**config.mk**
```make
export PLATFORM = sky130hd
export DESIGN_NAME = ugtp_top
export DESIGN_NICKNAME = d
export VERILOG_FILES = /design/src/hw/ugtp_pkg.sv /design/src/hw/ugtp_divider.sv /design/src/hw/ugtp_top.sv
export VERILOG_INCLUDE_DIRS = /design/src /design/src/hw
export SDC_FILE = /design/constraint.sdc
export NUM_CORES = 1
export LEC_CHECK = 0
export BUFFER_PORTS_ARGS = -buffer_cell sky130_fd_sc_hd__buf_2
export CAP_MARGIN = 20
export CORE_MARGIN = 1.5
export CORE_UTILIZATION = 55
export DETAILED_ROUTE_END_ITERATION = 8
export GPL_TIMING_DRIVEN = 0
export HOLD_SLACK_MARGIN = 0.06
export PLACE_DENSITY_LB_ADDON = 0.12
export RECOVER_POWER = 100
export REMOVE_ABC_BUFFERS = 1
export SLEW_MARGIN = 30
export SYNTH_ARGS = -nofsm -noshare
export SYNTH_HDL_FRONTEND = slang
export SYNTH_SLANG_ARGS = --single-unit
```
**constraint.sdc**
```tcl
create_clock -name pclk -period 3.6 [get_ports pclk]
set_input_delay 0.36 -clock pclk [delete_from_list [all_inputs] [get_ports pclk]]
set_output_delay 0.36 -clock pclk [all_outputs]
set_load 0.1 [all_outputs]
```
**src/hw/ugtp_defs.svh**
```systemverilog
/*
  Offsets, field positions, reset values and timing constants of the
  serial port guard-time and prescaler block.
  Assumes inclusion by bare name from hw/ sources.
*/
`ifndef UGTP_DEFS_SVH
`define UGTP_DEFS_SVH

// Register indices; byte address is four times the index
`define UGTP_IDX_STATUS 4'h0
`define UGTP_IDX_DATA 4'h1
`define UGTP_IDX_BRR1 4'h2
`define UGTP_IDX_BRR2 4'h3
`define UGTP_IDX_CR1 4'h4
`define UGTP_IDX_CR2 4'h5
`define UGTP_IDX_CR3 4'h6
`define UGTP_IDX_CR4 4'h7
`define UGTP_IDX_SPECIAL 4'h8
`define UGTP_IDX_GUARD 4'h9
`define UGTP_IDX_PRESC 4'ha
`define UGTP_IDX_IRQ_STATUS 4'hb
`define UGTP_IDX_IRQ_MASK 4'hc
`define UGTP_IDX_LINE 4'hd

// Bit positions
`define UGTP_BIT_TX_EMPTY 7
`define UGTP_BIT_DONE 6
`define UGTP_BIT_SMARTCARD 5
`define UGTP_BIT_IR_LOWPOWER 2
`define UGTP_BIT_INFRARED 1
`define UGTP_LINE_START 0
`define UGTP_IRQ_DONE 0
`define UGTP_IRQ_GUARD 1

// Reset values
`define UGTP_RST_SR 8'hc0
`define UGTP_RST_BYTE 8'h00

// Clock
`define UGTP_CLK_HZ 20000000
`define UGTP_CLK_NS 50
`endif

```
**src/hw/ugtp_pkg.sv**
```systemverilog
/*
  Types of the guard-time and prescaler block.
  Assumes ugtp_defs.svh provides the numeric constants.
*/
package ugtp_pkg;
  typedef enum logic [1:0] {
    UGTP_IDLE = 2'b00,
    UGTP_FRAME = 2'b01,
    UGTP_GUARD = 2'b10
  } ugtp_state_t;
endpackage : ugtp_pkg

```
**src/hw/ugtp_divider.sv**
```systemverilog
/*
  Clock divider: one-cycle tick every 'divisor' clocks, restartable.
  Assumes divisor is nonzero whenever enable is high.
*/
`timescale 1ns/100ps
`default_nettype none
module ugtp_divider #(
  parameter int W = 9
) (
  // Clock and reset
  input wire logic pclk,
  input wire logic presetn,
  // Control
  input wire logic enable,
  input wire logic restart,
  input wire logic [W-1:0] divisor,
  // Output
  output logic tick,
  output logic half
);
  logic [W-1:0] count;
  logic [W-1:0] next_count;
  logic next_half;

  always_comb begin
    next_count = count;
    next_half = half;
    if (!enable || restart) begin
      next_count = '0;
      next_half = 1'b0;
    end else if (count >= divisor - W'(1)) begin
      next_count = '0;
      next_half = 1'b0;
    end else begin
      next_count = count + W'(1);
      if (next_count >= (divisor >> 1)) begin
        next_half = 1'b1;
      end
    end
  end

  always_ff @(posedge pclk or negedge presetn) begin
    if (!presetn) begin
      count <= '0;
      half <= 1'b0;
    end else begin
      count <= next_count;
      half <= next_half;
    end
  end

  assign tick = enable && !restart && (count >= divisor - W'(1));
endmodule : ugtp_divider
`default_nettype wire

```
**src/hw/ugtp_top.sv**
```systemverilog
/*
  Serial port guard-time and prescaler logic with its register map on APB.
  Holds the smartcard and low-power infrared dividers, the guard counter
  and the event interrupt.
  Assumes a baud tick and frame-end pulse from the transmitter core, APB
  master synchronous to pclk, and software that avoids reserved values.
*/
// Overview of operation
// - In smartcard mode, transfer_done_flag waits guard_count baud periods after frame.
// - Infrared low-power clock divides source clock by full divide_value.
// - Smartcard clock divides source clock by twice low five prescaler bits.
// - Smartcard mode ignores prescaler bits seven to five.
// - Prescaler does not affect infrared timing while infrared disabled.
// - Prescaler does not affect smartcard clock while smartcard disabled.
// - smartcard_select bit in special_mode_control enables smartcard mode.
// - infrared_lowpower_select picks low power; infrared_select gates infrared.
`timescale 1ns/100ps
`default_nettype none
`include "ugtp_defs.svh"
module ugtp_top (
  // Clock and reset
  input wire logic pclk,
  input wire logic presetn,
  // APB slave
  input wire logic psel,
  input wire logic penable,
  input wire logic pwrite,
  input wire logic [7:0] paddr,
  input wire logic [31:0] pwdata,
  output logic [31:0] prdata,
  output logic pready,
  output logic pslverr,
  // Transmitter core
  input wire logic baud_tick,
  input wire logic frame_end,
  // Line clocks
  output logic smartcard_clk,
  output logic infrared_lp_tick,
  // Interrupt
  output logic irq
);
  logic [7:0] line_status_flags;
  logic [7:0] data_buffer;
  logic [7:0] baud_divider_middle;
  logic [7:0] baud_divider_outer;
  logic [7:0] frame_parity_control;
  logic [7:0] enable_interrupt_control;
  logic [7:0] stop_sync_clock_control;
  logic [7:0] node_address_control;
  logic [7:0] special_mode_control;
  logic [7:0] guard_time;
  logic [7:0] clock_prescaler;
  logic [1:0] irq_status;
  logic [1:0] irq_mask;
  logic [7:0] guard_left;
  ugtp_pkg::ugtp_state_t state;

  logic [7:0] next_line_status_flags;
  logic [7:0] next_data_buffer;
  logic [7:0] next_baud_divider_middle;
  logic [7:0] next_baud_divider_outer;
  logic [7:0] next_frame_parity_control;
  logic [7:0] next_enable_interrupt_control;
  logic [7:0] next_stop_sync_clock_control;
  logic [7:0] next_node_address_control;
  logic [7:0] next_special_mode_control;
  logic [7:0] next_guard_time;
  logic [7:0] next_clock_prescaler;
  logic [1:0] next_irq_status;
  logic [1:0] next_irq_mask;
  logic [7:0] next_guard_left;
  ugtp_pkg::ugtp_state_t next_state;
  logic [31:0] next_prdata;

  logic wr_en;
  logic rd_en;
  logic addr_ok;
  logic [3:0] idx;
  logic smartcard_select;
  logic infrared_select;
  logic infrared_lowpower_select;
  logic [4:0] divide_value_sc;
  logic [7:0] divide_value;
  logic presc_written;
  logic done_event;
  logic guard_event;
  logic start_frame;
  logic sc_enable;
  logic ir_enable;
  logic sc_half;
  logic [3:0] rd_idx;

  assign idx = paddr[5:2];
  assign addr_ok = (paddr[1:0] == 2'b00) && (paddr[7:6] == 2'b00)
                   && (idx <= `UGTP_IDX_LINE);
  assign wr_en = psel && penable && pwrite && addr_ok;
  assign rd_en = psel && !penable && !pwrite;
  assign pready = 1'b1;
  assign pslverr = psel && penable && !addr_ok;
  // Unmapped or misaligned reads fall to the zero default
  assign rd_idx = addr_ok ? idx : 4'hf;

  assign smartcard_select = special_mode_control[`UGTP_BIT_SMARTCARD];
  assign infrared_select = special_mode_control[`UGTP_BIT_INFRARED];
  assign infrared_lowpower_select = special_mode_control[`UGTP_BIT_IR_LOWPOWER];
  assign divide_value = clock_prescaler;
  assign divide_value_sc = clock_prescaler[4:0];
  assign presc_written = wr_en && (idx == `UGTP_IDX_PRESC);
  // A start while a frame is pending is dropped
  assign start_frame = wr_en && (idx == `UGTP_IDX_LINE)
                       && pwdata[`UGTP_LINE_START]
                       && (state == ugtp_pkg::UGTP_IDLE);

  // Dividers run only in their mode and with a legal value
  assign sc_enable = smartcard_select && (divide_value_sc != 5'h0_0);
  assign ir_enable = infrared_select && infrared_lowpower_select
                     && (divide_value != 8'h00);

  // Smartcard divider counts twice the five-bit field
  ugtp_divider #(.W(6)) u_sc_div (
    .pclk(pclk),
    .presetn(presetn),
    .enable(sc_enable),
    .restart(presc_written),
    .divisor({divide_value_sc, 1'b0}),
    .tick(),
    .half(sc_half)
  );

  ugtp_divider #(.W(8)) u_ir_div (
    .pclk(pclk),
    .presetn(presetn),
    .enable(ir_enable),
    .restart(presc_written),
    .divisor(divide_value),
    .tick(infrared_lp_tick),
    .half()
  );

  // Smartcard clock: high in second half of each divided period
  assign smartcard_clk = sc_enable && sc_half;

  // Frame and guard sequencing
  always_comb begin
    next_state = state;
    next_guard_left = guard_left;
    done_event = 1'b0;
    guard_event = 1'b0;
    case (state)
      ugtp_pkg::UGTP_IDLE: begin
        if (start_frame) begin
          next_state = ugtp_pkg::UGTP_FRAME;
        end
      end
      ugtp_pkg::UGTP_FRAME: begin
        if (frame_end) begin
          next_guard_left = guard_time;
          // Zero guard time gives no hold-off
          if (smartcard_select && guard_time != 8'h00) begin
            next_state = ugtp_pkg::UGTP_GUARD;
          end else begin
            next_state = ugtp_pkg::UGTP_IDLE;
            done_event = 1'b1;
          end
        end
      end
      ugtp_pkg::UGTP_GUARD: begin
        if (baud_tick) begin
          if (guard_left == 8'h01) begin
            next_state = ugtp_pkg::UGTP_IDLE;
            done_event = 1'b1;
            guard_event = 1'b1;
          end
          next_guard_left = guard_left - 8'h01;
        end
      end
      default: begin
        next_state = ugtp_pkg::UGTP_IDLE;
      end
    endcase
  end

  // Register file
  always_comb begin
    next_line_status_flags = line_status_flags;
    next_data_buffer = data_buffer;
    next_baud_divider_middle = baud_divider_middle;
    next_baud_divider_outer = baud_divider_outer;
    next_frame_parity_control = frame_parity_control;
    next_enable_interrupt_control = enable_interrupt_control;
    next_stop_sync_clock_control = stop_sync_clock_control;
    next_node_address_control = node_address_control;
    next_special_mode_control = special_mode_control;
    next_guard_time = guard_time;
    next_clock_prescaler = clock_prescaler;
    next_irq_mask = irq_mask;
    next_irq_status = irq_status;
    next_prdata = prdata;
    if (wr_en) begin
      case (idx)
        `UGTP_IDX_STATUS: begin
          // Done flag clears on a written zero
          if (!pwdata[`UGTP_BIT_DONE]) begin
            next_line_status_flags[`UGTP_BIT_DONE] = 1'b0;
          end
        end
        `UGTP_IDX_DATA: next_data_buffer = pwdata[7:0];
        `UGTP_IDX_BRR1: next_baud_divider_middle = pwdata[7:0];
        `UGTP_IDX_BRR2: next_baud_divider_outer = pwdata[7:0];
        `UGTP_IDX_CR1: next_frame_parity_control = pwdata[7:0];
        `UGTP_IDX_CR2: next_enable_interrupt_control = pwdata[7:0];
        `UGTP_IDX_CR3: next_stop_sync_clock_control = pwdata[7:0];
        `UGTP_IDX_CR4: next_node_address_control = {4'h0, pwdata[3:0]};
        `UGTP_IDX_SPECIAL: next_special_mode_control = pwdata[7:0];
        `UGTP_IDX_GUARD: next_guard_time = pwdata[7:0];
        `UGTP_IDX_PRESC: next_clock_prescaler = pwdata[7:0];
        `UGTP_IDX_IRQ_STATUS: next_irq_status = irq_status & ~pwdata[1:0];
        `UGTP_IDX_IRQ_MASK: next_irq_mask = pwdata[1:0];
        default: begin
        end
      endcase
    end
    if (start_frame) begin
      next_line_status_flags[`UGTP_BIT_DONE] = 1'b0;
    end
    // Hardware set wins over software clear
    if (done_event) begin
      next_line_status_flags[`UGTP_BIT_DONE] = 1'b1;
      next_irq_status[`UGTP_IRQ_DONE] = 1'b1;
    end
    if (guard_event) begin
      next_irq_status[`UGTP_IRQ_GUARD] = 1'b1;
    end
    // Transmit empty follows the idle state
    next_line_status_flags[`UGTP_BIT_TX_EMPTY] = (state == ugtp_pkg::UGTP_IDLE);
    if (rd_en) begin
      next_prdata = 32'h0000_0000;
      case (rd_idx)
        `UGTP_IDX_STATUS: next_prdata[7:0] = line_status_flags;
        `UGTP_IDX_DATA: next_prdata[7:0] = data_buffer;
        `UGTP_IDX_BRR1: next_prdata[7:0] = baud_divider_middle;
        `UGTP_IDX_BRR2: next_prdata[7:0] = baud_divider_outer;
        `UGTP_IDX_CR1: next_prdata[7:0] = frame_parity_control;
        `UGTP_IDX_CR2: next_prdata[7:0] = enable_interrupt_control;
        `UGTP_IDX_CR3: next_prdata[7:0] = stop_sync_clock_control;
        `UGTP_IDX_CR4: next_prdata[7:0] = node_address_control;
        `UGTP_IDX_SPECIAL: next_prdata[7:0] = special_mode_control;
        `UGTP_IDX_GUARD: next_prdata[7:0] = guard_time;
        `UGTP_IDX_PRESC: next_prdata[7:0] = clock_prescaler;
        `UGTP_IDX_IRQ_STATUS: next_prdata[1:0] = irq_status;
        `UGTP_IDX_IRQ_MASK: next_prdata[1:0] = irq_mask;
        `UGTP_IDX_LINE: next_prdata[7:0] = guard_left;
        default: next_prdata = 32'h0000_0000;
      endcase
    end
  end

  // State and register flops
  always_ff @(posedge pclk or negedge presetn) begin
    if (!presetn) begin
      line_status_flags <= `UGTP_RST_SR;
      data_buffer <= `UGTP_RST_BYTE;
      baud_divider_middle <= `UGTP_RST_BYTE;
      baud_divider_outer <= `UGTP_RST_BYTE;
      frame_parity_control <= `UGTP_RST_BYTE;
      enable_interrupt_control <= `UGTP_RST_BYTE;
      stop_sync_clock_control <= `UGTP_RST_BYTE;
      node_address_control <= `UGTP_RST_BYTE;
      special_mode_control <= `UGTP_RST_BYTE;
      guard_time <= `UGTP_RST_BYTE;
      clock_prescaler <= `UGTP_RST_BYTE;
      irq_status <= 2'h0;
      irq_mask <= 2'h0;
      guard_left <= `UGTP_RST_BYTE;
      state <= ugtp_pkg::UGTP_IDLE;
      prdata <= 32'h0000_0000;
    end else begin
      line_status_flags <= next_line_status_flags;
      data_buffer <= next_data_buffer;
      baud_divider_middle <= next_baud_divider_middle;
      baud_divider_outer <= next_baud_divider_outer;
      frame_parity_control <= next_frame_parity_control;
      enable_interrupt_control <= next_enable_interrupt_control;
      stop_sync_clock_control <= next_stop_sync_clock_control;
      node_address_control <= next_node_address_control;
      special_mode_control <= next_special_mode_control;
      guard_time <= next_guard_time;
      clock_prescaler <= next_clock_prescaler;
      irq_status <= next_irq_status;
      irq_mask <= next_irq_mask;
      guard_left <= next_guard_left;
      state <= next_state;
      prdata <= next_prdata;
    end
  end

  // Level interrupt while any unmasked event is pending
  assign irq = |(irq_status & irq_mask);
endmodule : ugtp_top
`default_nettype wire

```
# After elaboration in Yosys (flattened, before gate mapping)
# Index checks and enable logic that the tools add are counted.
# Widths: inputs -> output; s select.
# word_totals
regBits	115
# classes
n_addsub	5
order_cmp	4
eq_ne	34
mux	34
bitwise	3
n_reduce_logical	60
# op_table
op	count
$pmux 6 s12	1
$eq 4x4->1 const B	12
$eq 4x3->1 const B	8
$mux 8	4
$pmux 2 s13	1
$reduce_and 2->1	13
$logic_and 1x1->1	19
$eq 4x2->1 const B	4
$pmux 8 s2	1
$reduce_bool 8->1	2
$sub 8x1->8 const B	2
$mux 1	15
$mux 2	7
$mux 6	2
$reduce_bool 2->1	5
$reduce_bool 3->1	3
$add 8x1->8 const B	1
$eq 4x1->1 const B	2
$eq 8x1->1 const B	1
$ge 8x8->1	1
$logic_not 4->1	2
$add 6x1->6 const B	1
$ge 6x5->1	1
$ge 6x6->1	1
other kinds (19)	31

# Longest topological paths before layout
# logic_depth
ltp_word	9
depth_mapped	10

# Modules after synthesis
# From an unflattened synthesis, not the netlist that was laid out.
# unflattened
cells_unflattened	639
area_unflattened_um2	7044.3
# modules_own_cells
module	n_inst	cells_per_inst	area_per_inst_um2	seq_area_each_um2
ugtp_top	1	481	5532.8	2504.9
ugtp_divider at u_ir_div	1	92	874.6	225.2
ugtp_divider at u_sc_div	1	66	636.9	175.2

# Least setup slack after synthesis
# OpenSTA, ideal clock, no wires.
# synth_timing
path_kind	reg-to-output
startpoint	register clock_prescaler[2]
endpoint	output infrared_lp_tick
arrival_time_ps	3676
slack_ps	-436
stages_incl_launch_ff	9
cell_sequence	dfrtp_1 or3_1 nor3_1 nand3_1 xnor2_1 ha_1 nand4_1 o31ai_1 nor2b_1
# synth_via
elab_chain_len	4
word_cells_on_any_way	6
classes_between	1 x add/sub; 1 x order compare; 4 x reduce/logical
# synth_lines
item	line_no	rtl
from (decl)	ugtp_top.sv:52	logic [7:0] clock_prescaler;
from (signal assigned)	ugtp_top.sv:271	clock_prescaler <= `UGTP_RST_BYTE;
from (signal assigned)	ugtp_top.sv:288	clock_prescaler <= next_clock_prescaler;
branches (longest 3 deep; another with $sub 8x1->8)	n/a	
$logic_and 1x1->1 (*)	ugtp_divider.sv:52	assign tick = enable && !restart && (count >= divisor - W'(1));
to (decl)	ugtp_top.sv:38	output logic infrared_lp_tick,
# Every way passes the cells marked *.

# Final worst setup path
# Same ends and word-level chain as after synthesis.

==> summary by stage <==
Logic synthesis
The cell area after synthesis is about 6500 um2. The most used flip-flop cell after synthesis is sky130_fd_sc_hd__dfrtp_1. Synthesis produced 600 cells. Counting flops with a built-in enable in the synthesized netlist gives 0. The synthesized design contains 115 register bits.

The sequential share of the synthesized area is 0.442. The number of synthesis warnings is 0. For this run, asynchronously set or reset flops after synthesis account for 1.00.

The count of different cell masters after synthesis is 70. A synthesized cell averages 10.9 um2.

Die
The die is between 100 and 150 um wide. The core outline area is 11500 um2. The die outline height is 112 um. The die covers 12500 um2. The initialized floorplan defines 39 standard-cell rows. The starting utilization of the core area is 0.568. Pin placement for this block handled 84 I/O pins.

Detailed routing
The pre-antenna-repair detailed-routing pass consisted of 4 iterations. The via-per-instance ratio is 6.17. The wire length after detailed routing is approximately 16000 um. The count of vias placed by the detailed router is 4821. Once detail routing completed, the nets flagged for antenna violations numbered 0. After detailed routing, the average wire length per cell comes to 20.6 um. In this run, the number of DRC markers left after iteration 0 of detailed routing was 339. In the routed design, unresolved DRC markers number 0.

Clocking
TritonCTS built the clock tree. The clock passes through at most 2 buffers. The number of levels the H-tree was split into is 4. The CTS buffer count is 17. The clock transition at the register clock pins on the worst setup and hold paths after CTS is ~50 ps.

The source-to-sink clock delay at the later pin of the worst-skew pair is 420 ps. The root cell of the clock tree is sky130_fd_sc_hd__clkbuf_16. CTS saw 115 sinks.

STA
The clock arrives with around 4.9 ps of skew. The final count of hold timing violations is 0. The upper clock frequency limit is 291 MHz. The transition at the pin with the smallest max-transition slack is 2010 ps. The smallest clock period supported by the final layout is computed as 3440 ps. The number of setup violations in the final report is 0. Setup repair after global routing left no endpoint under its margin.

The final max-slew violation count is 74. The worst path meets setup with about 160 ps of slack. The worst hold slack is around 240 ps.

The relative max-transition margin is -0.343. Dividing the final minimum period by the clock period gives 0.956.

GRT
The first-pass GRT wire length is 26100 um. The via count of the first global-routing pass was 4949. Entering global routing, the biggest net connects 83 pins. The overall global routing resource usage is 0.272. The initial antenna violation count is 0. The total global routing overflow is 0.

Pwr
The power per unit of standard cell area is 460 nW/um2. For this design the static power due to leakage is around 3.4 nW. VDD sags by at most ~0.42 mV.

Setup path
The family with the most delay on the worst path is simple AND/OR/NAND/NOR gates. Of all nets on the critical path, the largest fanout is 7. At the worst endpoint, the required time is 3240 ps. The buffering stage count on the worst path with inverters included is 1.

The sort of element at the end of the critical path is an output pin. On the critical path, the stage with the largest delay is an instance of sky130_fd_sc_hd__dfrtp_1. The signal on the critical path passes through or3_1 > nor3_1 > nand3_1 > xnor2_1 > ha_1 > nand4_1 > o31ai_4 > nor2b_1 > buf_4. The largest single stage delay on the critical path is around 460 ps. The worst setup path category is reg2out. The critical path launch point type is a flop. The arrival time reported for the critical path endpoint is roughly 3100 ps.

Run
The number of maximum-capacitance constraint violations is 5.

Place
Buffers placed on the I/O ports in this run total 34. The weighted congestion reported at the end of routability-driven placement is roughly 0.85. The total half-perimeter wirelength after legalization and detailed placement is 11000 um. After detailed placement, the design holds a cell count of 746. Before CTS, the worst setup slack after placement is -40.7 ps.

Cells and area
In the final layout, the multi-input gates occupy 3280 um2. Across the whole layout, storage elements account for 2880 um2. The non-filler instance count after layout is 781. The net count of the finished layout is 699.

The number of inserted filler cells in the final layout is approximately 950. 0 antenna diodes ended up in the layout. Relative to the synthesized area, the layout overhead comes to 10.4%. The fraction of layout cells with a size suffix above 1 is 0.245.

Run status
The run finished, with violations left. The final reports fail on max-capacitance violations, max-slew violations.

Hold path
The path class of the lowest-slack min-delay path is in2reg.
## cell usage after synthesis (3+ instances only)
cell type,instances,area share
sky130_fd_sc_hd__a211oi_1,5,0.0058
sky130_fd_sc_hd__a21o_1,6,0.0069
sky130_fd_sc_hd__a21oi_1,18,0.014
sky130_fd_sc_hd__a221o_1,3,0.0046
sky130_fd_sc_hd__a22oi_1,10,0.012
sky130_fd_sc_hd__a31oi_1,7,0.0067
sky130_fd_sc_hd__a32oi_1,5,0.0067
sky130_fd_sc_hd__and2_1,3,0.0029
sky130_fd_sc_hd__and3_1,6,0.0058
sky130_fd_sc_hd__buf_1,4,0.0023
sky130_fd_sc_hd__buf_2,10,0.0077
sky130_fd_sc_hd__buf_4,26,0.030
sky130_fd_sc_hd__clkbuf_1,13,0.0075
sky130_fd_sc_hd__dfrtp_1,113,0.43
sky130_fd_sc_hd__ha_1,27,0.052
sky130_fd_sc_hd__inv_1,18,0.010
sky130_fd_sc_hd__mux2_2,83,0.14
sky130_fd_sc_hd__mux2i_1,10,0.015
sky130_fd_sc_hd__nand2_1,32,0.018
sky130_fd_sc_hd__nand2_2,3,0.0029
sky130_fd_sc_hd__nand2b_1,6,0.0058
sky130_fd_sc_hd__nand3_1,23,0.018
sky130_fd_sc_hd__nand4_1,5,0.0048
sky130_fd_sc_hd__nor2_1,28,0.016
sky130_fd_sc_hd__nor2_2,3,0.0029
sky130_fd_sc_hd__nor2b_1,10,0.0096
sky130_fd_sc_hd__nor3_1,17,0.013
sky130_fd_sc_hd__nor3_4,3,0.0075
sky130_fd_sc_hd__o211ai_1,4,0.0046
sky130_fd_sc_hd__o21ai_0,20,0.015
sky130_fd_sc_hd__o22a_1,6,0.0081
sky130_fd_sc_hd__or3_1,4,0.0038
sky130_fd_sc_hd__xnor2_1,9,0.012
sky130_fd_sc_hd__xor2_1,7,0.0094
## cells in the final DEF, fill, tap and decap left out, types with 10 or more instances in the layout
cell type / instances
sky130_fd_sc_hd__dfrtp_1: 113
sky130_fd_sc_hd__mux2_2: 83
sky130_fd_sc_hd__nand2_1: 33
sky130_fd_sc_hd__nor2_1: 31
sky130_fd_sc_hd__ha_1: 27
sky130_fd_sc_hd__conb_1: 25
sky130_fd_sc_hd__nand3_1: 23
sky130_fd_sc_hd__o21ai_0: 23
sky130_fd_sc_hd__buf_2: 21
sky130_fd_sc_hd__nor3_1: 20
sky130_fd_sc_hd__inv_1: 18
sky130_fd_sc_hd__a21oi_1: 17
sky130_fd_sc_hd__clkbuf_16: 17
sky130_fd_sc_hd__clkbuf_1: 13
sky130_fd_sc_hd__mux2i_1: 10
sky130_fd_sc_hd__a22oi_1: 10
## worst paths after layout
kind / start / endpoint / slack (ps) / cells past startpoint
worst max-delay path: clock_prescaler[2] / infrared_lp_tick / 160 / 9
worst min-delay path: baud_tick / irq_status[1] / 240 / 3
worst max register to register: clock_prescaler[2] / u_ir_div.count[2] / 880 / 10
worst min register to register: baud_divider_outer[6] / baud_divider_outer[6] / 500 / 1
max in group asynchronous: presetn / line_status_flags[6] / 1320 / 3
min in group asynchronous: presetn / u_ir_div.count[4] / 1060 / 2
## cell type report
cell class              count  share of cell area
clock inverters             7             0.00644
well taps                 143              0.0249
multi-input cells         435               0.457
flip-flops and latches    115               0.400
clock buffers              25              0.0731
repair buffers             38              0.0292
inverters                  18             0.00939
## registers in the layout (all words and copies together) (netlist names)
register,cells
baud_divider_middle,8
baud_divider_outer,8
clock_prescaler,8
data_buffer,8
enable_interrupt_control,8
frame_parity_control,8
guard_left,8
guard_time,8
irq_mask,2
irq_status,2
line_status_flags,2
node_address_control,4
prdata,8
special_mode_control,8
state,2
stop_sync_clock_control,8
u_ir_div.count,8
u_sc_div.count,6
u_sc_div.half,1
## worst reg2reg max path, cell delays in order (launching register included)
cell and delay (ps):
sky130_fd_sc_hd__dfrtp_1 460, sky130_fd_sc_hd__or3_1 450, sky130_fd_sc_hd__nor3_1 210, sky130_fd_sc_hd__xnor2_1 160, sky130_fd_sc_hd__ha_1 270, sky130_fd_sc_hd__a21o_1 190, sky130_fd_sc_hd__a21o_1 180, sky130_fd_sc_hd__a21oi_2 200
sky130_fd_sc_hd__o31ai_4 140, sky130_fd_sc_hd__buf_4 170, sky130_fd_sc_hd__nor3_1 190
## metrics by stage
stage / area (um2) / setup TNS (ps) / util / total power [mW]
floorplan: 6270 / -436 / - / 1.62
global placement: 6620 / 0 / 0.577 / 1.73
detailed placement: 6660 / -40.7 / 0.581 / 1.75
CTS: 7260 / 0 / 0.633 / 3.33
global route: 7190 / 0 / 0.627 / 3.43
finish: 7190 / 0 / 0.627 / 3.31
## where the power goes
part / leakage, nW / switching (mW) / internal, mW
logic: 1.59 / 0.267 / 0.0786
clock network: 0.277 / 0.579 / 1.00
registers: 1.55 / 0.0460 / 1.33
total: 3.41 / 0.891 / 2.42
## cells by family (layout without fill, tap and decap cells)
| family | Yosys count | after routing | share of synthesized area |
|---|---|---|---|
| XOR/XNOR | 16 | 16 | 0.0215 |
| buffers and inverters | 73 | 88 | 0.0613 |
| other | 2 | 25 | 0.00115 |
| flip-flops | 115 | 115 | 0.442 |
| adder cells (fa/ha/maj) | 27 | 27 | 0.0519 |
| AND/OR/NAND/NOR | 159 | 159 | 0.134 |
| multiplexers | 96 | 96 | 0.167 |
| AO/OA/AOI/OAI | 112 | 112 | 0.120 |
## layer usage
layer	GRT usage	part of all wire	up-vias	routed length (um)
met5	0	0	-	0
met4	0.137	0.033	0	531
met3	0.0550	0.044	38	712
met2	0.439	0.49	151	7880
met1	0.350	0.43	2429	6960
li1	-	-	2203	-
## what timing repair did
action,in CTS,in global routing
pin swaps,0,1
hold endpoints to repair,33,0
gates resized for setup,3,1
buffers inserted,0,2
hold buffers,1,0
setup endpoints to repair,1,1
gates cloned,0,0
Power figures use the tool's default switching activity.
